### config.mk
export PLATFORM = sky130hd
export DESIGN_NAME = step_dir_microstep_sequencer
export DESIGN_NICKNAME = d
export VERILOG_FILES = /design/src/verilog/stepper_pkg.sv /design/src/verilog/pin_sync.sv /design/src/verilog/step_dir_microstep_sequencer.sv
export VERILOG_INCLUDE_DIRS = /design/src /design/src/verilog
export SDC_FILE = /design/constraint.sdc
export NUM_CORES = 1
export LEC_CHECK = 0
export ABC_AREA = 1
export ABC_CLOCK_PERIOD_IN_PS = 3800
export BUFFER_PORTS_ARGS = -buffer_cell sky130_fd_sc_hd__buf_2
export CAP_MARGIN = 30
export CORE_MARGIN = 2
export CORE_UTILIZATION = 30
export CTS_CLUSTER_SIZE = 16
export DETAILED_ROUTE_END_ITERATION = 8
export SKIP_CTS_REPAIR_TIMING = 1
export SLEW_MARGIN = 20
export SYNTH_ARGS = -nofsm -noshare
export SYNTH_HDL_FRONTEND = slang
export SYNTH_SLANG_ARGS = --single-unit
### constraint.sdc
create_clock -name pclk -period 3.8 [get_ports pclk]
set_input_delay 0 -clock pclk [delete_from_list [all_inputs] [get_ports pclk]]
set_output_delay 0 -clock pclk [all_outputs]
set_load 0.01 [all_outputs]
### src/verilog/stepper_map.svh
// offsets, field positions, reset values and step constants of the microstep sequencer
`ifndef STEPPER_MAP_SVH
`define STEPPER_MAP_SVH

// apb register byte offsets
`define REG_STATUS_OFF 12'h000
`define REG_STEP_COUNT_OFF 12'h004
`define REG_CTRL_OFF 12'h008

// status fields
`define STATUS_POS_LSB 0
`define STATUS_POS_MSB 4
`define STATUS_DRIVE_BIT 5
`define STATUS_MODE_LSB 6
`define STATUS_MODE_MSB 7
`define STATUS_SLEEP_BIT 8
`define STATUS_RESET_BIT 9

// control fields and reset value
`define CTRL_DIR_INVERT_BIT 0
`define CTRL_RESET_VALUE 1'h0

// sequencer position: 32 eighth-steps cover one electrical cycle
`define POS_WIDTH 5
`define HOME_POS 5'h04
`define INC_FULL 5'h08
`define INC_HALF 5'h04
`define INC_QUARTER 5'h02
`define INC_EIGHTH 5'h01

// pin synchroniser: {step_n, dir, sel_a, sel_b, sleep_n, seq_reset_n, enable_n}
`define PIN_COUNT 7
`define PIN_IDLE 7'h7e

// coil magnitude steps of a quarter sine, 0 to 90 degrees in 11.25 degree steps
`define MAG_0 8'h00
`define MAG_1 8'h32
`define MAG_2 8'h62
`define MAG_3 8'h8e
`define MAG_4 8'hb4
`define MAG_5 8'hd4
`define MAG_6 8'hec
`define MAG_7 8'hfa
`define MAG_8 8'hff

`endif

### src/verilog/stepper_pkg.sv
// types shared by the microstep sequencer files
package stepper_pkg;

  typedef enum logic [1:0] {
    MODE_FULL,
    MODE_HALF,
    MODE_QUARTER,
    MODE_EIGHTH
  } step_mode_type;

  // one coil: polarity (1 = positive current) and current magnitude
  typedef struct packed {
    logic pol;
    logic [7:0] mag;
  } coil_drive_type;

  typedef struct packed {
    logic [11:0] paddr;
    logic psel;
    logic penable;
    logic pwrite;
    logic [31:0] pwdata;
  } apb_req_type;

  typedef struct packed {
    logic [31:0] prdata;
    logic pready;
    logic pslverr;
  } apb_rsp_type;

endpackage

### src/verilog/pin_sync.sv
// two-flop synchroniser for the asynchronous control pins
`timescale 1ns/10ps
module pin_sync #(
  parameter int WIDTH = 7,
  parameter logic [WIDTH-1:0] IDLE = '0
) (
  // clock and reset
  input wire logic pclk,
  input wire logic presetn,
  // pins and synchronised levels
  input wire logic [WIDTH-1:0] pins,
  output logic [WIDTH-1:0] pins_s
);

  logic [WIDTH-1:0] meta_q;

  // first stage is read only by the second stage
  always_ff @(posedge pclk or negedge presetn) begin
    if (!presetn) begin
      meta_q <= IDLE;
      pins_s <= IDLE;
    end else begin
      meta_q <= pins;
      pins_s <= meta_q;
    end
  end

endmodule // pin_sync

### src/verilog/step_dir_microstep_sequencer.sv
// step and direction microstep sequencer with apb status and control
// Notes on behaviour
// [RULE1] selects a and b: 11 full, 01 half, 10 quarter, 00 eighth steps
// [RULE2] undriven step and direction idle high, so no motion results
// [RULE3] every low pulse on step advances position one increment of selected size
// [RULE4] direction high steps one way, direction low the other way
// [RULE5] after power-up both coils are driven at the current position to hold
// [RULE6] sleep low removes coil drive and enters low power
// [RULE7] leaving sleep restarts the sequencer at its home position
// [RULE8] enable low turns drivers on; unconnected enable reads low
// [RULE9] enable high turns all coil current off, shaft spins freely
// [RULE10] steps keep updating position while drivers are disabled
// [RULE11] reset pin low returns the sequencer to home
// [RULE12] while reset pin is low drivers stay off and steps are ignored
// [RULE13] pins are synchronised; each low step pulse is counted exactly once
// [RULE14] controller keeps direction stable around steps, steps at most 500 kHz
`timescale 1ns/10ps
`include "stepper_map.svh"
module step_dir_microstep_sequencer (
  // clock and reset
  input wire logic pclk,
  input wire logic presetn,
  // apb slave
  input wire stepper_pkg::apb_req_type apb_req,
  output stepper_pkg::apb_rsp_type apb_rsp,
  // step and direction pins
  input wire logic step_n,
  input wire logic dir,
  // static resolution selects and control pins
  input wire logic resolution_select_a,
  input wire logic resolution_select_b,
  input wire logic sleep_n,
  input wire logic seq_reset_n,
  input wire logic enable_n,
  // coil drive
  output stepper_pkg::coil_drive_type coil_a,
  output stepper_pkg::coil_drive_type coil_b,
  output logic drive_on_q,
  output logic low_power_q
);
  import stepper_pkg::*;

  logic [`PIN_COUNT-1:0] pins_s;
  logic step_n_s;
  logic dir_s;
  logic sel_a_s;
  logic sel_b_s;
  logic sleep_n_s;
  logic seq_reset_n_s;
  logic enable_n_s;
  logic step_n_prev_q;
  logic step_fall;
  logic hold;
  logic dir_eff;
  step_mode_type mode;
  logic [`POS_WIDTH-1:0] inc;
  logic [`POS_WIDTH-1:0] pos_q;
  logic [`POS_WIDTH-1:0] pos_d;
  logic [31:0] step_count_q;
  logic dir_invert_q;
  logic wr_en;
  logic cnt_clr;
  logic [31:0] rd_data;
  logic rd_hit;

  // pins idle high (step, direction, sleep, reset) and enable idles low
  pin_sync #(
    .WIDTH(`PIN_COUNT),
    .IDLE(`PIN_IDLE) // see [RULE2] see [RULE8]
  ) u_pin_sync (
    .pclk(pclk),
    .presetn(presetn),
    .pins({step_n, dir, resolution_select_a, resolution_select_b, sleep_n, seq_reset_n,
      enable_n}),
    .pins_s(pins_s) // see [RULE13]
  );

  assign {step_n_s, dir_s, sel_a_s, sel_b_s, sleep_n_s, seq_reset_n_s, enable_n_s} = pins_s;

  function automatic step_mode_type decode_mode(input logic a, input logic b);
    case ({a, b})
      2'b11: decode_mode = MODE_FULL;
      2'b01: decode_mode = MODE_HALF;
      2'b10: decode_mode = MODE_QUARTER;
      default: decode_mode = MODE_EIGHTH;
    endcase
  endfunction

  function automatic logic [`POS_WIDTH-1:0] mode_inc(input step_mode_type m);
    case (m)
      MODE_FULL: mode_inc = `INC_FULL;
      MODE_HALF: mode_inc = `INC_HALF;
      MODE_QUARTER: mode_inc = `INC_QUARTER;
      default: mode_inc = `INC_EIGHTH;
    endcase
  endfunction

  // quarter-sine lookup, index 0..8
  function automatic logic [7:0] sine_mag(input logic [3:0] k);
    case (k)
      4'h0: sine_mag = `MAG_0;
      4'h1: sine_mag = `MAG_1;
      4'h2: sine_mag = `MAG_2;
      4'h3: sine_mag = `MAG_3;
      4'h4: sine_mag = `MAG_4;
      4'h5: sine_mag = `MAG_5;
      4'h6: sine_mag = `MAG_6;
      4'h7: sine_mag = `MAG_7;
      default: sine_mag = `MAG_8;
    endcase
  endfunction

  // coil current for an electrical angle of p times 11.25 degrees
  function automatic coil_drive_type sine_coil(input logic [`POS_WIDTH-1:0] p);
    coil_drive_type c;
    c.pol = ~p[4];
    if (p[3]) begin
      c.mag = sine_mag(4'h8 - {1'b0, p[2:0]});
    end else begin
      c.mag = sine_mag({1'b0, p[2:0]});
    end
    sine_coil = c;
  endfunction

  assign mode = decode_mode(sel_a_s, sel_b_s); // see [RULE1]
  assign inc = mode_inc(mode); // see [RULE1]
  assign hold = !sleep_n_s || !seq_reset_n_s;
  assign step_fall = step_n_prev_q && !step_n_s; // see [RULE13]
  assign dir_eff = dir_s ^ dir_invert_q;

  always_comb begin
    pos_d = pos_q;
    if (hold) begin
      pos_d = `HOME_POS; // see [RULE7] see [RULE11] see [RULE12]
    end else if (step_fall) begin
      if (dir_eff) begin
        pos_d = pos_q + inc; // see [RULE3] see [RULE4]
      end else begin
        pos_d = pos_q - inc; // see [RULE4]
      end
    end
  end

  // falling-edge detector on the synchronised step level
  always_ff @(posedge pclk or negedge presetn) begin
    if (!presetn) begin
      step_n_prev_q <= 1'b1;
    end else begin
      step_n_prev_q <= step_n_s;
    end
  end

  // position advances regardless of enable
  always_ff @(posedge pclk or negedge presetn) begin
    if (!presetn) begin
      pos_q <= `HOME_POS;
    end else begin
      pos_q <= pos_d; // see [RULE10]
    end
  end

  // coil outputs follow position; drive gated by sleep, reset and enable
  always_ff @(posedge pclk or negedge presetn) begin
    if (!presetn) begin
      coil_a <= '0;
      coil_b <= '0;
      drive_on_q <= 1'b0;
      low_power_q <= 1'b0;
    end else begin
      coil_a <= sine_coil(pos_q + `INC_FULL); // see [RULE5]
      coil_b <= sine_coil(pos_q); // see [RULE5]
      drive_on_q <= !hold && !enable_n_s; // see [RULE5] see [RULE6] see [RULE9] see [RULE12]
      low_power_q <= !sleep_n_s; // see [RULE6]
    end
  end

  // apb decode
  assign wr_en = apb_req.psel && apb_req.penable && apb_rsp.pready && apb_req.pwrite;
  assign cnt_clr = wr_en && apb_req.paddr == `REG_STEP_COUNT_OFF;

  always_comb begin
    rd_data = 32'h0000_0000;
    rd_hit = 1'b1;
    case (apb_req.paddr)
      `REG_STATUS_OFF: begin
        rd_data[`STATUS_POS_MSB:`STATUS_POS_LSB] = pos_q;
        rd_data[`STATUS_DRIVE_BIT] = drive_on_q;
        rd_data[`STATUS_MODE_MSB:`STATUS_MODE_LSB] = mode;
        rd_data[`STATUS_SLEEP_BIT] = !sleep_n_s;
        rd_data[`STATUS_RESET_BIT] = !seq_reset_n_s;
      end
      `REG_STEP_COUNT_OFF: rd_data = step_count_q;
      `REG_CTRL_OFF: rd_data[`CTRL_DIR_INVERT_BIT] = dir_invert_q;
      default: rd_hit = 1'b0;
    endcase
  end

  // answer in the first access cycle: ready raised at the setup edge
  always_ff @(posedge pclk or negedge presetn) begin
    if (!presetn) begin
      apb_rsp <= '0;
    end else begin
      apb_rsp.pready <= apb_req.psel && !apb_req.penable;
      apb_rsp.pslverr <= apb_req.psel && !apb_req.penable && !rd_hit;
      if (apb_req.psel && !apb_req.penable) begin
        apb_rsp.prdata <= apb_req.pwrite ? 32'h0000_0000 : rd_data;
      end
    end
  end

  always_ff @(posedge pclk or negedge presetn) begin
    if (!presetn) begin
      dir_invert_q <= `CTRL_RESET_VALUE;
    end else if (wr_en && apb_req.paddr == `REG_CTRL_OFF) begin
      dir_invert_q <= apb_req.pwdata[`CTRL_DIR_INVERT_BIT];
    end
  end

  // accepted step counter; a step in the clearing cycle is kept
  always_ff @(posedge pclk or negedge presetn) begin
    if (!presetn) begin
      step_count_q <= 32'h0000_0000;
    end else if (cnt_clr) begin
      step_count_q <= {31'h0000_0000, step_fall && !hold};
    end else if (step_fall && !hold) begin
      step_count_q <= step_count_q + 32'h0000_0001; // see [RULE13]
    end
  end
endmodule // step_dir_microstep_sequencer

### Word level (Yosys, flattened, before mapping)

Memories as Yosys holds them, arrays and structs flattened.
Cells that the tools add are included.

| storage, ports and cells | value |
|---|---|
| register bits after elaboration | 107 |
| bits in read-only memories | 224 |
| bits of input ports | 56 |
| output and inout bits | 54 |
| logic and storage cells | 74 |
| memories kept | 4 |

Memory list:

| name | words | bits a word | read ports | clocked after memory_dff | wr ports | line | source |
|---|---|---|---|---|---|---|---|
| (no name shown) | 8 | 7 | 1 | 0 | 0 | step_dir_microstep_sequencer.sv:100 | `case (k)` |
| (no name shown) | 8 | 7 | 1 | 0 | 0 | step_dir_microstep_sequencer.sv:100 |  |
| (no name shown) | 8 | 7 | 1 | 0 | 0 | step_dir_microstep_sequencer.sv:100 |  |
| (no name shown) | 8 | 7 | 1 | 0 | 0 | step_dir_microstep_sequencer.sv:100 |  |

| cells by class | value |
|---|---|
| add/sub/neg operators | 6 |
| eq/ne operators | 7 |
| multiplexer cells | 16 |
| bitwise operators | 3 |
| reduce and logical (&&, ||, !) cells | 23 |

Operators with widths:

| operator | number |
|---|---|
| two-way mux 32 bit | 3 |
| adder 32 x 1 -> 32 bit, second input constant | 1 |
| two-way mux 8 bit | 4 |
| two-way mux 22 bit | 1 |
| one-hot mux 9 bit (2 select lines) | 1 |
| two-way mux 5 bit | 3 |
| equality test 12 x 3 -> 1 bit, second input constant | 1 |
| equality test 12 x 4 -> 1 bit, second input constant | 1 |
| logical NOT 12 bit | 1 |
| one-hot mux 4 bit (3 select lines) | 1 |
| logical AND 1 bit | 10 |
| subtractor 4 x 3 -> 4 bit, first input constant | 2 |
| logical NOT 1 bit | 7 |
| equality test 2 bit, second input constant | 3 |
| one-hot mux 2 bit (3 select lines) | 1 |
| adder 5 x 4 -> 5 bit, second input constant | 1 |
| adder 5 bit | 1 |
| subtractor 5 bit | 1 |
| equality test 2 x 1 -> 1 bit, second input constant | 2 |
| nonzero test 2 bit | 2 |
| one-hot mux 1 bit (3 select lines) | 1 |
| OR reduction 3 bit | 1 |
| logical NOT 2 bit | 1 |
| NOT 1 bit | 2 |
| 3 further kinds | 3 |

### Longest topological paths before layout

Gate-level depths: netlist of the first run.

| depth | value |
|---|---|
| depth in word-level cells | 8 |
| mapped depth | 10 |
| gate-level depth less buffers | 10 |

### Cells and area by module

A second synthesis of the first run with hierarchy kept.

| unflattened totals | value |
|---|---|
| cell total of the unflattened synthesis | 674 |
| area total of the unflattened synthesis | 5406.4 µm² |

Modules (own cells, without submodules):

| module | times used | cells an instance | area each (µm²) | seq. area each (µm²) |
|---|---|---|---|---|
| step_dir_microstep_sequencer | 1 | 660 | 5041.1 | 2329.7 |
| pin_sync | 1 | 14 | 365.4 | 365.4 |

### Least setup slack after synthesis of the first run

OpenSTA, ideal clock, no wires.

| path | value |
|---|---|
| path type | register to register |
| start | reg u_pin_sync.pins_s[5] |
| end | reg pos_q[4] |
| setup time | 0.127 ns |
| arrival | 1.664 ns |
| data required time | 3.673 ns |
| slack | 2.009 ns |
| cell stages (with the launch flop) | 8 |
| path buffers | 0 |
| clock period less this slack | 1.791 ns |
| cell sequence | dfstp_2 xnor2_1 o21ai_0 fa_1 o21ai_0 nand3_1 nand2_1 o22ai_1 |

| on the way | value |
|---|---|
| word-level cells in the longest chain between the ends | 4 |

RTL lines:

| element | line | source |
|---|---|---|
| start, declared | pin_sync.sv:12 | `output logic [WIDTH-1:0] pins_s` |
| start signal, assigned | pin_sync.sv:24 | `pins_s <= meta_q;` |
| XOR 1 bit | step_dir_microstep_sequencer.sv:129 | `assign dir_eff = dir_s ^ dir_invert_q;` |
| two-way mux 5 bit | step_dir_microstep_sequencer.sv:136 | `if (dir_eff) begin` |
| two-way mux 5 bit | step_dir_microstep_sequencer.sv:135 | `end else if (step_fall) begin` |
| two-way mux 5 bit | step_dir_microstep_sequencer.sv:133 | `if (hold) begin` |
| end signal, assigned | step_dir_microstep_sequencer.sv:156 | `` pos_q <= `HOME_POS; `` |
| end signal, assigned | step_dir_microstep_sequencer.sv:158 | `pos_q <= pos_d;` |
| end, declared | step_dir_microstep_sequencer.sv:57 | `` logic [`POS_WIDTH-1:0] pos_q; `` |

No other way between the ends. The select of a mux whose other input is x is not followed.
A chain may end at the register's enable or synchronous reset.

### Final worst setup path of the first run

| path | value |
|---|---|
| start | reg u_pin_sync.pins_s[2] |
| end | reg step_count_q[16] |

| on the way | value |
|---|---|
| word-level cells in the longest chain between the ends | 5 |

RTL lines:

| element | line | source |
|---|---|---|
| logical NOT 1 bit | step_dir_microstep_sequencer.sv:127 | `assign hold = !sleep_n_s \|\| !seq_reset_n_s;` |
| logical OR 1 bit | step_dir_microstep_sequencer.sv:127 |  |
| logical NOT 1 bit | step_dir_microstep_sequencer.sv:225 | `end else if (step_fall && !hold) begin` |
| logical AND 1 bit | step_dir_microstep_sequencer.sv:225 |  |
| nonzero test 2 bit (no line) | n/a |  |
| end signal, assigned | step_dir_microstep_sequencer.sv:224 | `step_count_q <= {31'h0000_0000, step_fall && !hold};` |
| end signal, assigned | step_dir_microstep_sequencer.sv:226 | `step_count_q <= step_count_q + 32'h0000_0001;` |
| end, declared | step_dir_microstep_sequencer.sv:59 | `logic [31:0] step_count_q;` |

No other way between the ends.

==> results of run 1 <==
worst min path at each step:
| stage | end | from | cells after the start |
|---|---|---|---|
| 2_1_floorplan | apb_rsp[0] | presetn | 0 |
| 3_3_place_gp | u_pin_sync.meta_q[0] | presetn | 1 |
| 3_5_place_dp | u_pin_sync.pins_s[0] | presetn | 1 |
| 4_1_cts | u_pin_sync.pins_s[0] | presetn | 1 |
| 5_1_grt | apb_rsp[0] | apb_req[34] | 5 |
| 6_report | apb_rsp[0] | apb_req[34] | 5 |
logic make-up after synthesis:
| kind of cell | Yosys count |
|---|---|
| AO/OA/AOI/OAI | 91 |
| XOR/XNOR | 7 |
| adder cells (fa/ha/maj) | 13 |
| buffers and inverters | 87 |
| flip-flops | 107 |
| AND/OR/NAND/NOR | 354 |
area by class of cell:
| class | instances | area [um^2] | share of cell area, % |
|---|---|---|---|
| clock inverter | 5 | 36.3 | 0.564 |
| sequential | 107 | 2700 | 41.9 |
| multi-input combinational | 465 | 2360 | 36.6 |
| inverter | 70 | 263 | 4.08 |
| tap | 229 | 287 | 4.45 |
| clock buffer | 11 | 253 | 3.93 |
| timing repair buffer | 92 | 546 | 8.47 |
power by group:
group          internal, W  total (W)  switching, W
combinational    0.0000915   0.000270      0.000179
sequential         0.00120    0.00124     0.0000480
clock             0.000483   0.000910      0.000427
total              0.00177    0.00242      0.000654
Yosys cell counts (2+ instances only):
library cell  count  area share (%)
nor3_1           10            0.93
nor2_8            2            0.74
nand2_1         198              14
nor2_1           69             4.8
clkbuf_1          7            0.49
nand3_1          27             2.5
nand2_2          12             1.4
o31ai_1          14             1.9
nand4_1          14             1.6
nor3_2            3            0.56
dfstp_2          14             6.8
nor2_2            4            0.46
inv_2             3            0.21
nor2_4            8             1.7
ha_1             12             2.8
xnor2_1           3            0.49
inv_1            66             4.6
buf_2             7            0.65
o21ai_1           4            0.37
o22ai_1          13             1.5
o21ai_0          37             3.4
nand3_2           2            0.37
a21oi_1          18             1.7
a31oi_1           3            0.35
dfrtp_1          93              43
xor2_1            4            0.65
registers in the layout, indices dropped and copies added (netlist names):
register	cells
dir_invert_q	1
step_n_prev_q	1
apb_rsp	34
drive_on_q	1
pos_q	5
step_count_q	32
coil_a	9
low_power_q	1
coil_b	9
u_pin_sync.meta_q	7
u_pin_sync.pins_s	7
per-layer routing:
metal / up-vias / routed length (um) / global-route usage, %
met2: 82 / 5660 / 20.4
met5: - / 0 / 0
met3: 14 / 609 / 3.15
met1: 2071 / 6320 / 19.8
met4: 0 / 219 / 5.26
li1: 2301 / - / -
tightest hold or removal path, stage by stage:
cell     delay [ps]
buf_2           100
inv_1            60
nor2_2           50
nand3_1          70
inv_1            30
through the flow:
step	std cells	hold WS (ps)	cell area, um^2	total power, W
global route	979	26.2	6440	0.00255
CTS	968	-353	6330	0.00245
floorplan	659	-296	5400	0.00143
global placement	951	31.7	6010	0.00152
finish	979	-4.17	6440	0.00242
detailed placement	952	35.9	6040	0.00153
==> run metrics, run 1 <==
WP data arrival=2390 ps; GRT Util Overall=13.8%; failing checks=hold timing; Netlist Area Pre-Place=5400 um^2; Post-Synth XOR/XNOR Area=1.14%; largest net degree at the start of global routing=43; Worst setup SP type=register; Final Util=36.2%; critical path depth=7; average cell area after synthesis=8.19 um^2; normalized max-slew margin=42.2%; WL final=12800 um; fin nets=814; CP max-delay cell=dfstp_2; Top cell by count, worst path=nand2_1; full die area=19100 um^2; CP peak stage delay=560 ps; routability cong.=0.865; fin worst setup slack=1650 ps; first-pass GRT wire length=21500 um; Async SR Flop Fraction=100%; PwrDens=376 nW/um^2; Worst Max-Slew Pin Slew=864 ps; crit-path cells=nand2_2 > nor2_4 > inv_1 > nand2_1 > inv_1 > nand2_1 > nand2_1; RSZ-0062 raised after global routing=no; site row count=49; yosys warns=0; mux cell area share after synthesis=0%; endpoints failing hold=1; Unique masters post-synth=38; setup TNS=0 ps; Synth Area in Simple Gates=29.9%; vias in the first global route=4215; HP Class=input port to register; Synth Instances=659; Die Width=138 um; Pleak=3.19 nW; Clock Sink Count=107; DRC Markers=0; EDFF count, synth=0; Initial Util=30.4%; FF-to-FF setup slack=1650 ps; Worst Path Required=4040 ps; Hold WS=-4.17 ps; Top Ports=110; status=complete, but fails checks; share of layout cells above drive strength 1=19.9%; Setup Viol. Count Final=0; most frequent cells in the layout=nand2_1, dfrtp_1, buf_2; Slew Viols, Final=0; CTS tree=done; Tmin final=2150 ps; worst flop-to-flop path endpoint=step_count_q[16]; CP Class=register to register; initial antenna violation count=0; post-synthesis register bit count=107; RR Startpoint=u_pin_sync.pins_s[2]; skew final=9.80 ps; CP delay by family, top=simple AND/OR/NAND/NOR gates; gr ovfl total=0; ys flop type=dfrtp_1; dpl ws=1670 ps; Synth Area in Compound Gates=9.55%; Detailed Place HPWL=9520 um; ANT nets after route=0; largest family of logic cells by synthesized area=simple AND/OR/NAND/NOR gates; Clock transition at path regs=70 ps; Area growth syn-to-layout=19.3%; First DRT Iteration DRCs=405; commonest non-fill, non-tap cell in the layout=nand2_1; number of iterations in the first detailed-routing pass=4; ANT cells=0; critical path capture point type=register; chip height=138 um; CTS buffer count=9; later-pin clock latency in the skew report=360 ps; Seq/Total Area, Yosys=49.9%; Reg2Reg Depth=7; worst ir drop on vdd=0.182 mV; post-synthesis adder-cell area fraction=3.15%; worst path buffer plus inverter count=2; via count=4468; clock buffer depth=2; crit path to=step_count_q[16]; Core Area=17800 um^2; vias per cell=4.56; fmax=466 MHz; I/O Buffers=78; Setup crit start=u_pin_sync.pins_s[2]; clock root buffer=clkbuf_16; filler instances=1848; net count after synthesis=728; post-detailed-route wirelength per cell=13.1 um; H-Tree Depth=3; Crit Path Max Fanout=21; MaxCap Viol Count=0; period utilization=56.5%
No activity file was read; power rests on OpenSTA's default activity.
==> run 2: changes to the inputs <==
--- a/config.mk
+++ b/config.mk
@@ -6,8 +6,8 @@
 export SDC_FILE = /design/constraint.sdc
 export NUM_CORES = 1
 export LEC_CHECK = 0
-export ABC_AREA = 1
-export ABC_CLOCK_PERIOD_IN_PS = 3800
+export ABC_AREA = 0
+export ABC_CLOCK_PERIOD_IN_PS = 2150
 export BUFFER_PORTS_ARGS = -buffer_cell sky130_fd_sc_hd__buf_2
 export CAP_MARGIN = 30
 export CORE_MARGIN = 2
==> constraint.sdc (replaced) <==
create_clock -name pclk -period 2.15 [get_ports pclk]
set_input_delay 0 -clock pclk [delete_from_list [all_inputs] [get_ports pclk]]
set_output_delay 0 -clock pclk [all_outputs]
set_load 0.01 [all_outputs]
==> run 2 against run 1 <==
  * The run ends with hold timing, setup timing left
  * Clock power up 85%
  * Highest routed layer unchanged
  * Critical path depth is 1 higher
  * Sequential power grew 100%
  * Register-to-register slack worse by 1700 ps
  * Largest cell class unchanged
  * Core utilization is 1.3 points higher
==> run metrics, run 2 <==
CP peak stage delay=550 ps; Crit Path Max Fanout=3; ys flop type=dfrtp_1; normalized max-slew margin=56.1%; Reg with most FFs=apb_rsp; ANT cells=0; EDFF count, synth=0; Core Area=15700 um^2; most frequent cell after synthesis=dfrtp_1; net count after synthesis=500; Synth Instances=431; Worst setup SP type=register; Worst Path Required=2420 ps; MaxCap Viol Count=0; cell count after placement=718; WP data arrival=2490 ps; ANT nets after route=0; commonest non-fill, non-tap cell in the layout=dfrtp_1; H-Tree Depth=3; worst ir drop on vdd=0.450 mV; Cell Count, Final, Fillers Out=743; WL final=10600 um; Die Width=130 um; Yosys top cell by area=dfrtp_1; Yosys top cell area share=49.0%; Area growth syn-to-layout=23.7%; Area contributors post-synth=dfrtp_1, dfstp_2, xor2_1, nor2_1, a22o_1; Worst Max-Slew Pin Slew=658 ps; gr ovfl total=0; Tmin final=2220 ps; GRT Util Overall=12.8%; skew final=7.45 ps; failing checks=hold timing, setup timing; CP Class=register to register; Setup Viol. Count Final=1; first-pass GRT wire length=17200 um; post-detailed-route wirelength per cell=14.3 um; Clock Sink Count=107; number of flip-flops in the largest register=34; Largest regs=apb_rsp x34, step_count_q x32; post-synthesis register bit count=107; final instance area=5880 um^2; Clock transition at path regs=70 ps; most frequent cells in the layout=dfrtp_1, buf_2, nor2_1; vias per cell=4.73; critical path capture point type=register; crit-path cells=xor2_2 > mux2i_1 > ha_1 > nor2b_1 > o21a_1 > or4_4 > a21o_1 > a21oi_2; Netlist Area Pre-Place=4750 um^2; clock buffer depth=2; clock root buffer=clkbuf_16; placed cell area=5470 um^2; initial antenna violation count=0; fin nets=591; Synth top cells by count=dfrtp_1, nor2_1, nand2_1; DRC Markers=0; CP max-delay cell=dfstp_2; fmax=450 MHz; hold depth=3; chip height=130 um; Reg2Reg Depth=8; Slew Viols, Final=0; later-pin clock latency in the skew report=340 ps; via count=3514; PwrDens=858 nW/um^2; endpoints failing hold=1; number of iterations in the first detailed-routing pass=4; Initial Util=30.4%; full die area=16900 um^2; filler instances=1563; routability cong.=0.846; average cell area after synthesis=11.0 um^2; Unique masters post-synth=45; Hold WS=-2.44 ps; RSZ-0062 raised after global routing=yes; Async SR Flop Fraction=100%; Pleak=2.60 nW; HP Class=input port to register; fin worst setup slack=-72.3 ps; Detailed Place HPWL=7330 um; largest net degree at the start of global routing=51; yosys warns=0; Top Ports=110; CTS tree=done; share of layout cells above drive strength 1=26.0%; Seq/Total Area, Yosys=56.7%; status=complete, but fails checks; I/O Buffers=78; period utilization=103%; First DRT Iteration DRCs=270; vias in the first global route=3388; site row count=46; setup TNS=-72.3 ps; CTS buffer count=9
==> run 2: cell count changes in the layout (fill, tap and decap cells not counted), moves of 14 or more <==
cell,previous run,this run
xor2_1,4,26
o31ai_1,14,0
a22o_1,0,22
o21ai_0,37,3
nand2_1,198,30
nor2_1,69,52
inv_1,66,10
mux2i_1,0,15
==> run 2: per-stage QoR <==
stage	setup slack (ps)	power (W)	utilization [%]
6_report	-72.3	0.00505	37.6
5_1_grt	-204	0.00533	37.6
4_1_cts	-102	0.00510	36.9
3_5_place_dp	-89.9	0.00339	35.0
3_3_place_gp	-33.5	0.00334	35.0
2_1_floorplan	-36.7	0.00307	-
==> run 2: critical path, delay by kind of cell (launching register included) <==
kind	cells	cell delay [ps]
adder cells (fa/ha/maj)	1	300
flip-flops	1	550
XOR/XNOR	1	170
AO/OA/AOI/OAI	3	480
AND/OR/NAND/NOR	2	560
multiplexers	1	90
==> run 2: worst paths after layout <==
| kind | start | to | slack [ps] |
|---|---|---|---|
| setup / recovery | u_pin_sync.pins_s[5] | pos_q[4] | -70 |
| hold / removal | apb_req[38] | apb_rsp[0] | -2 |
| setup reg to reg | u_pin_sync.pins_s[5] | pos_q[4] | -70 |
| hold reg to reg | u_pin_sync.meta_q[6] | u_pin_sync.pins_s[6] | 350 |
| max in group asynchronous | presetn | apb_rsp[18] | 1230 |
| min in group asynchronous | presetn | apb_rsp[4] | 240 |
==> run 2: power breakdown <==
group / switching, W / internal, W / total, W
clock: 0.000713 / 0.000971 / 0.00168
combinational: 0.000507 / 0.000349 / 0.000856
sequential: 0.000275 / 0.00223 / 0.00251
total: 0.00150 / 0.00355 / 0.00505
==> run 2: layout make-up <==
type	instances	area (um^2)	area share, %
well taps	216	270	4.60
repair buffers	104	636	10.8
clock inverters	3	46.3	0.787
inverters	11	41.3	0.702
flip-flops and latches	107	2700	45.8
multi-input cells	289	1930	32.8
clock buffers	13	260	4.43
==> run 2: layer usage <==
layer  part of all wire [%]  track usage, %  wire [um]
met1                     47            18.2       5030
met2                     47            19.5       4940
met3                    4.5            2.71        482
met4                    1.4            4.43        151
met5                      0               0          0
==> run 2: cell families (layout without fill, tap and decap cells) <==
group | after synthesis | in the layout | synth area share, %
AO/OA/AOI/OAI | 63 | 63 | 8.87
XOR/XNOR | 37 | 37 | 6.82
adder cells (fa/ha/maj) | 13 | 13 | 3.58
multiplexers | 20 | 20 | 4.34
AND/OR/NAND/NOR | 156 | 156 | 16.5
flip-flops | 107 | 107 | 56.7
buffers and inverters | 35 | 131 | 3.16
==> run 3: changes to the inputs <==
--- a/config.mk
+++ b/config.mk
@@ -6,7 +6,7 @@
 export SDC_FILE = /design/constraint.sdc
 export NUM_CORES = 1
 export LEC_CHECK = 0
-export ABC_AREA = 0
+export ABC_AREA = 1
 export ABC_CLOCK_PERIOD_IN_PS = 2150
 export BUFFER_PORTS_ARGS = -buffer_cell sky130_fd_sc_hd__buf_2
 export CAP_MARGIN = 30
@@ -15,7 +15,6 @@
 export CTS_CLUSTER_SIZE = 16
 export DETAILED_ROUTE_END_ITERATION = 8
 export SKIP_CTS_REPAIR_TIMING = 1
-export SLEW_MARGIN = 20
 export SYNTH_ARGS = -nofsm -noshare
 export SYNTH_HDL_FRONTEND = slang
 export SYNTH_SLANG_ARGS = --single-unit
==> run 3 against run 2 <==
  * The flow now finishes without violations
  * Sequential share of layout area down 4.3 points
  * Final cell count is 33% higher
  * Register-to-register slack improved by 350 ps
  * Worst hold slack improved by 5.6 ps
  * Clock skew is 1.0 ps lower
  * Die area is 13% higher
  * Non-clock buffer count is 6 lower
  * Critical path depth shrank 1
  * Worst setup slack better by 350 ps
  * Core utilization decreased by 1.1 points
  * Combinational power decreased by 43%
  * Maximum frequency increased by 18%
  * Critical path type unchanged
==> run metrics, run 3 (same netlist as run 1, synthesis figures left out) <==
status=finished clean; CP Class=register to register; routability cong.=0.852; vias in the first global route=4367; hold depth=5; Top Ports=110; PwrDens=654 nW/um^2; CTS buffer count=9; ANT cells=0; Worst setup SP type=register; CP max-delay cell=dfrtp_1; Clock Sink Count=107; I/O Buffers=78; period utilization=87.3%; CP peak stage delay=450 ps; Worst Max-Slew Pin Slew=647 ps; First DRT Iteration DRCs=285; number of flip-flops in the largest register=34; first-pass GRT wire length=21900 um; Die Width=138 um; full die area=19100 um^2; share of layout cells above drive strength 1=20.6%; post-detailed-route wirelength per cell=12.9 um; normalized max-slew margin=56.7%; filler instances=1855; RSZ-0062 raised after global routing=no; Slew Viols, Final=0; sequential cell area=2700 um^2; worst ir drop on vdd=0.351 mV; largest net degree at the start of global routing=47; Cell Count, Final, Fillers Out=985; initial antenna violation count=0; Reg with most FFs=apb_rsp; site row count=49; crit-path cells=xnor2_2 > o21ai_1 > fa_1 > o21ai_0 > nand3_1 > nand2_1 > o22ai_1; WL final=12700 um; WP data arrival=2110 ps; Worst Path Required=2380 ps; clock root buffer=clkbuf_16; GRT Util Overall=14.0%; Clock transition at path regs=70 ps; DRC Markers=0; critical path capture point type=register; ANT nets after route=0; vias per cell=4.54; later-pin clock latency in the skew report=350 ps; skew final=6.42 ps; fmax=533 MHz; Setup Viol. Count Final=0; Detailed Place HPWL=9620 um; HP Class=input port to register; H-Tree Depth=3; chip height=138 um; Pleak=3.24 nW; area occupied by multi-input gates=2370 um^2; number of iterations in the first detailed-routing pass=4; Core Area=17800 um^2; gr ovfl total=0; Reg2Reg Depth=7; most frequent cells in the layout=nand2_1, dfrtp_1, buf_2; fin nets=820; cell count after placement=958; commonest non-fill, non-tap cell in the layout=nand2_1; Largest regs=apb_rsp x34, step_count_q x32; Tmin final=1880 ps; Crit Path Max Fanout=4; CTS tree=done; endpoints failing hold=0; setup TNS=0 ps; Area growth syn-to-layout=20.1%; MaxCap Viol Count=0; via count=4472; Initial Util=30.4%; clock buffer depth=2
run 3: cell types whose count changed in the layout (fill, tap and decap cells not counted), moves of 13 or more:
cell | before | now
mux2i_1 | 15 | 0
nand2_1 | 30 | 198
nor2_1 | 52 | 69
o21ai_0 | 3 | 36
o31ai_1 | 0 | 14
xor2_1 | 26 | 4
a22o_1 | 22 | 0
inv_1 | 10 | 66
o22ai_1 | 0 | 13
run 3: layer usage:
layer	vias to the layer above	global-route usage, %	wire length, um	share of wire, %
met5	-	0	0	0
met2	91	21.6	5690	45
met3	10	3.91	686	5.4
li1	2309	-	-	-
met4	0	4.14	169	1.3
met1	2062	19.2	6200	49
run 3: worst paths after layout:
path	start	endpoint	slack, ps
worst max-delay path	dir_invert_q	pos_q[4]	270
max in group asynchronous	presetn	pos_q[2]	1300
worst min register to register	u_pin_sync.meta_q[0]	u_pin_sync.pins_s[0]	350
worst max register to register	dir_invert_q	pos_q[4]	270
worst min-delay path	apb_req[34]	apb_rsp[0]	3
min in group asynchronous	presetn	apb_rsp[6]	200
run 3: report_power, final:
group          internal [W]  switching [W]  leakage, nW  total [W]
Combinational      0.000166       0.000320         1.73   0.000486
Clock              0.000820       0.000742        0.144    0.00156
Sequential          0.00211      0.0000806         1.36    0.00219
Total               0.00310        0.00114         3.24    0.00424
run 3: layout make-up:
class	count	area share, %
clock buffers	10	3.69
clock inverters	6	0.617
inverters	70	4.05
multi-input cells	465	36.5
flip-flops and latches	107	41.6
well taps	229	4.42
repair buffers	98	9.18
run 3: through the flow:
stage | hold slack [ps] | instance area, um^2 | util, % | total power [W] | setup slack, ps
5_1_grt | 30.4 | 6480 | 36.5 | 0.00447 | 63.9
2_1_floorplan | -296 | 5400 | - | 0.00252 | 359
3_3_place_gp | 50.8 | 6090 | 34.2 | 0.00270 | 192
6_report | 3.12 | 6480 | 36.5 | 0.00424 | 274
4_1_cts | -332 | 6370 | 35.8 | 0.00429 | 151
3_5_place_dp | 51.1 | 6090 | 34.2 | 0.00271 | 171
run 3: critical path: cells and delay by family, from the launching register on:
kind | cells | cell delay [ps]
AO/OA/AOI/OAI | 3 | 440
XOR/XNOR | 1 | 260
adder cells (fa/ha/maj) | 1 | 440
flip-flops | 1 | 450
AND/OR/NAND/NOR | 2 | 180
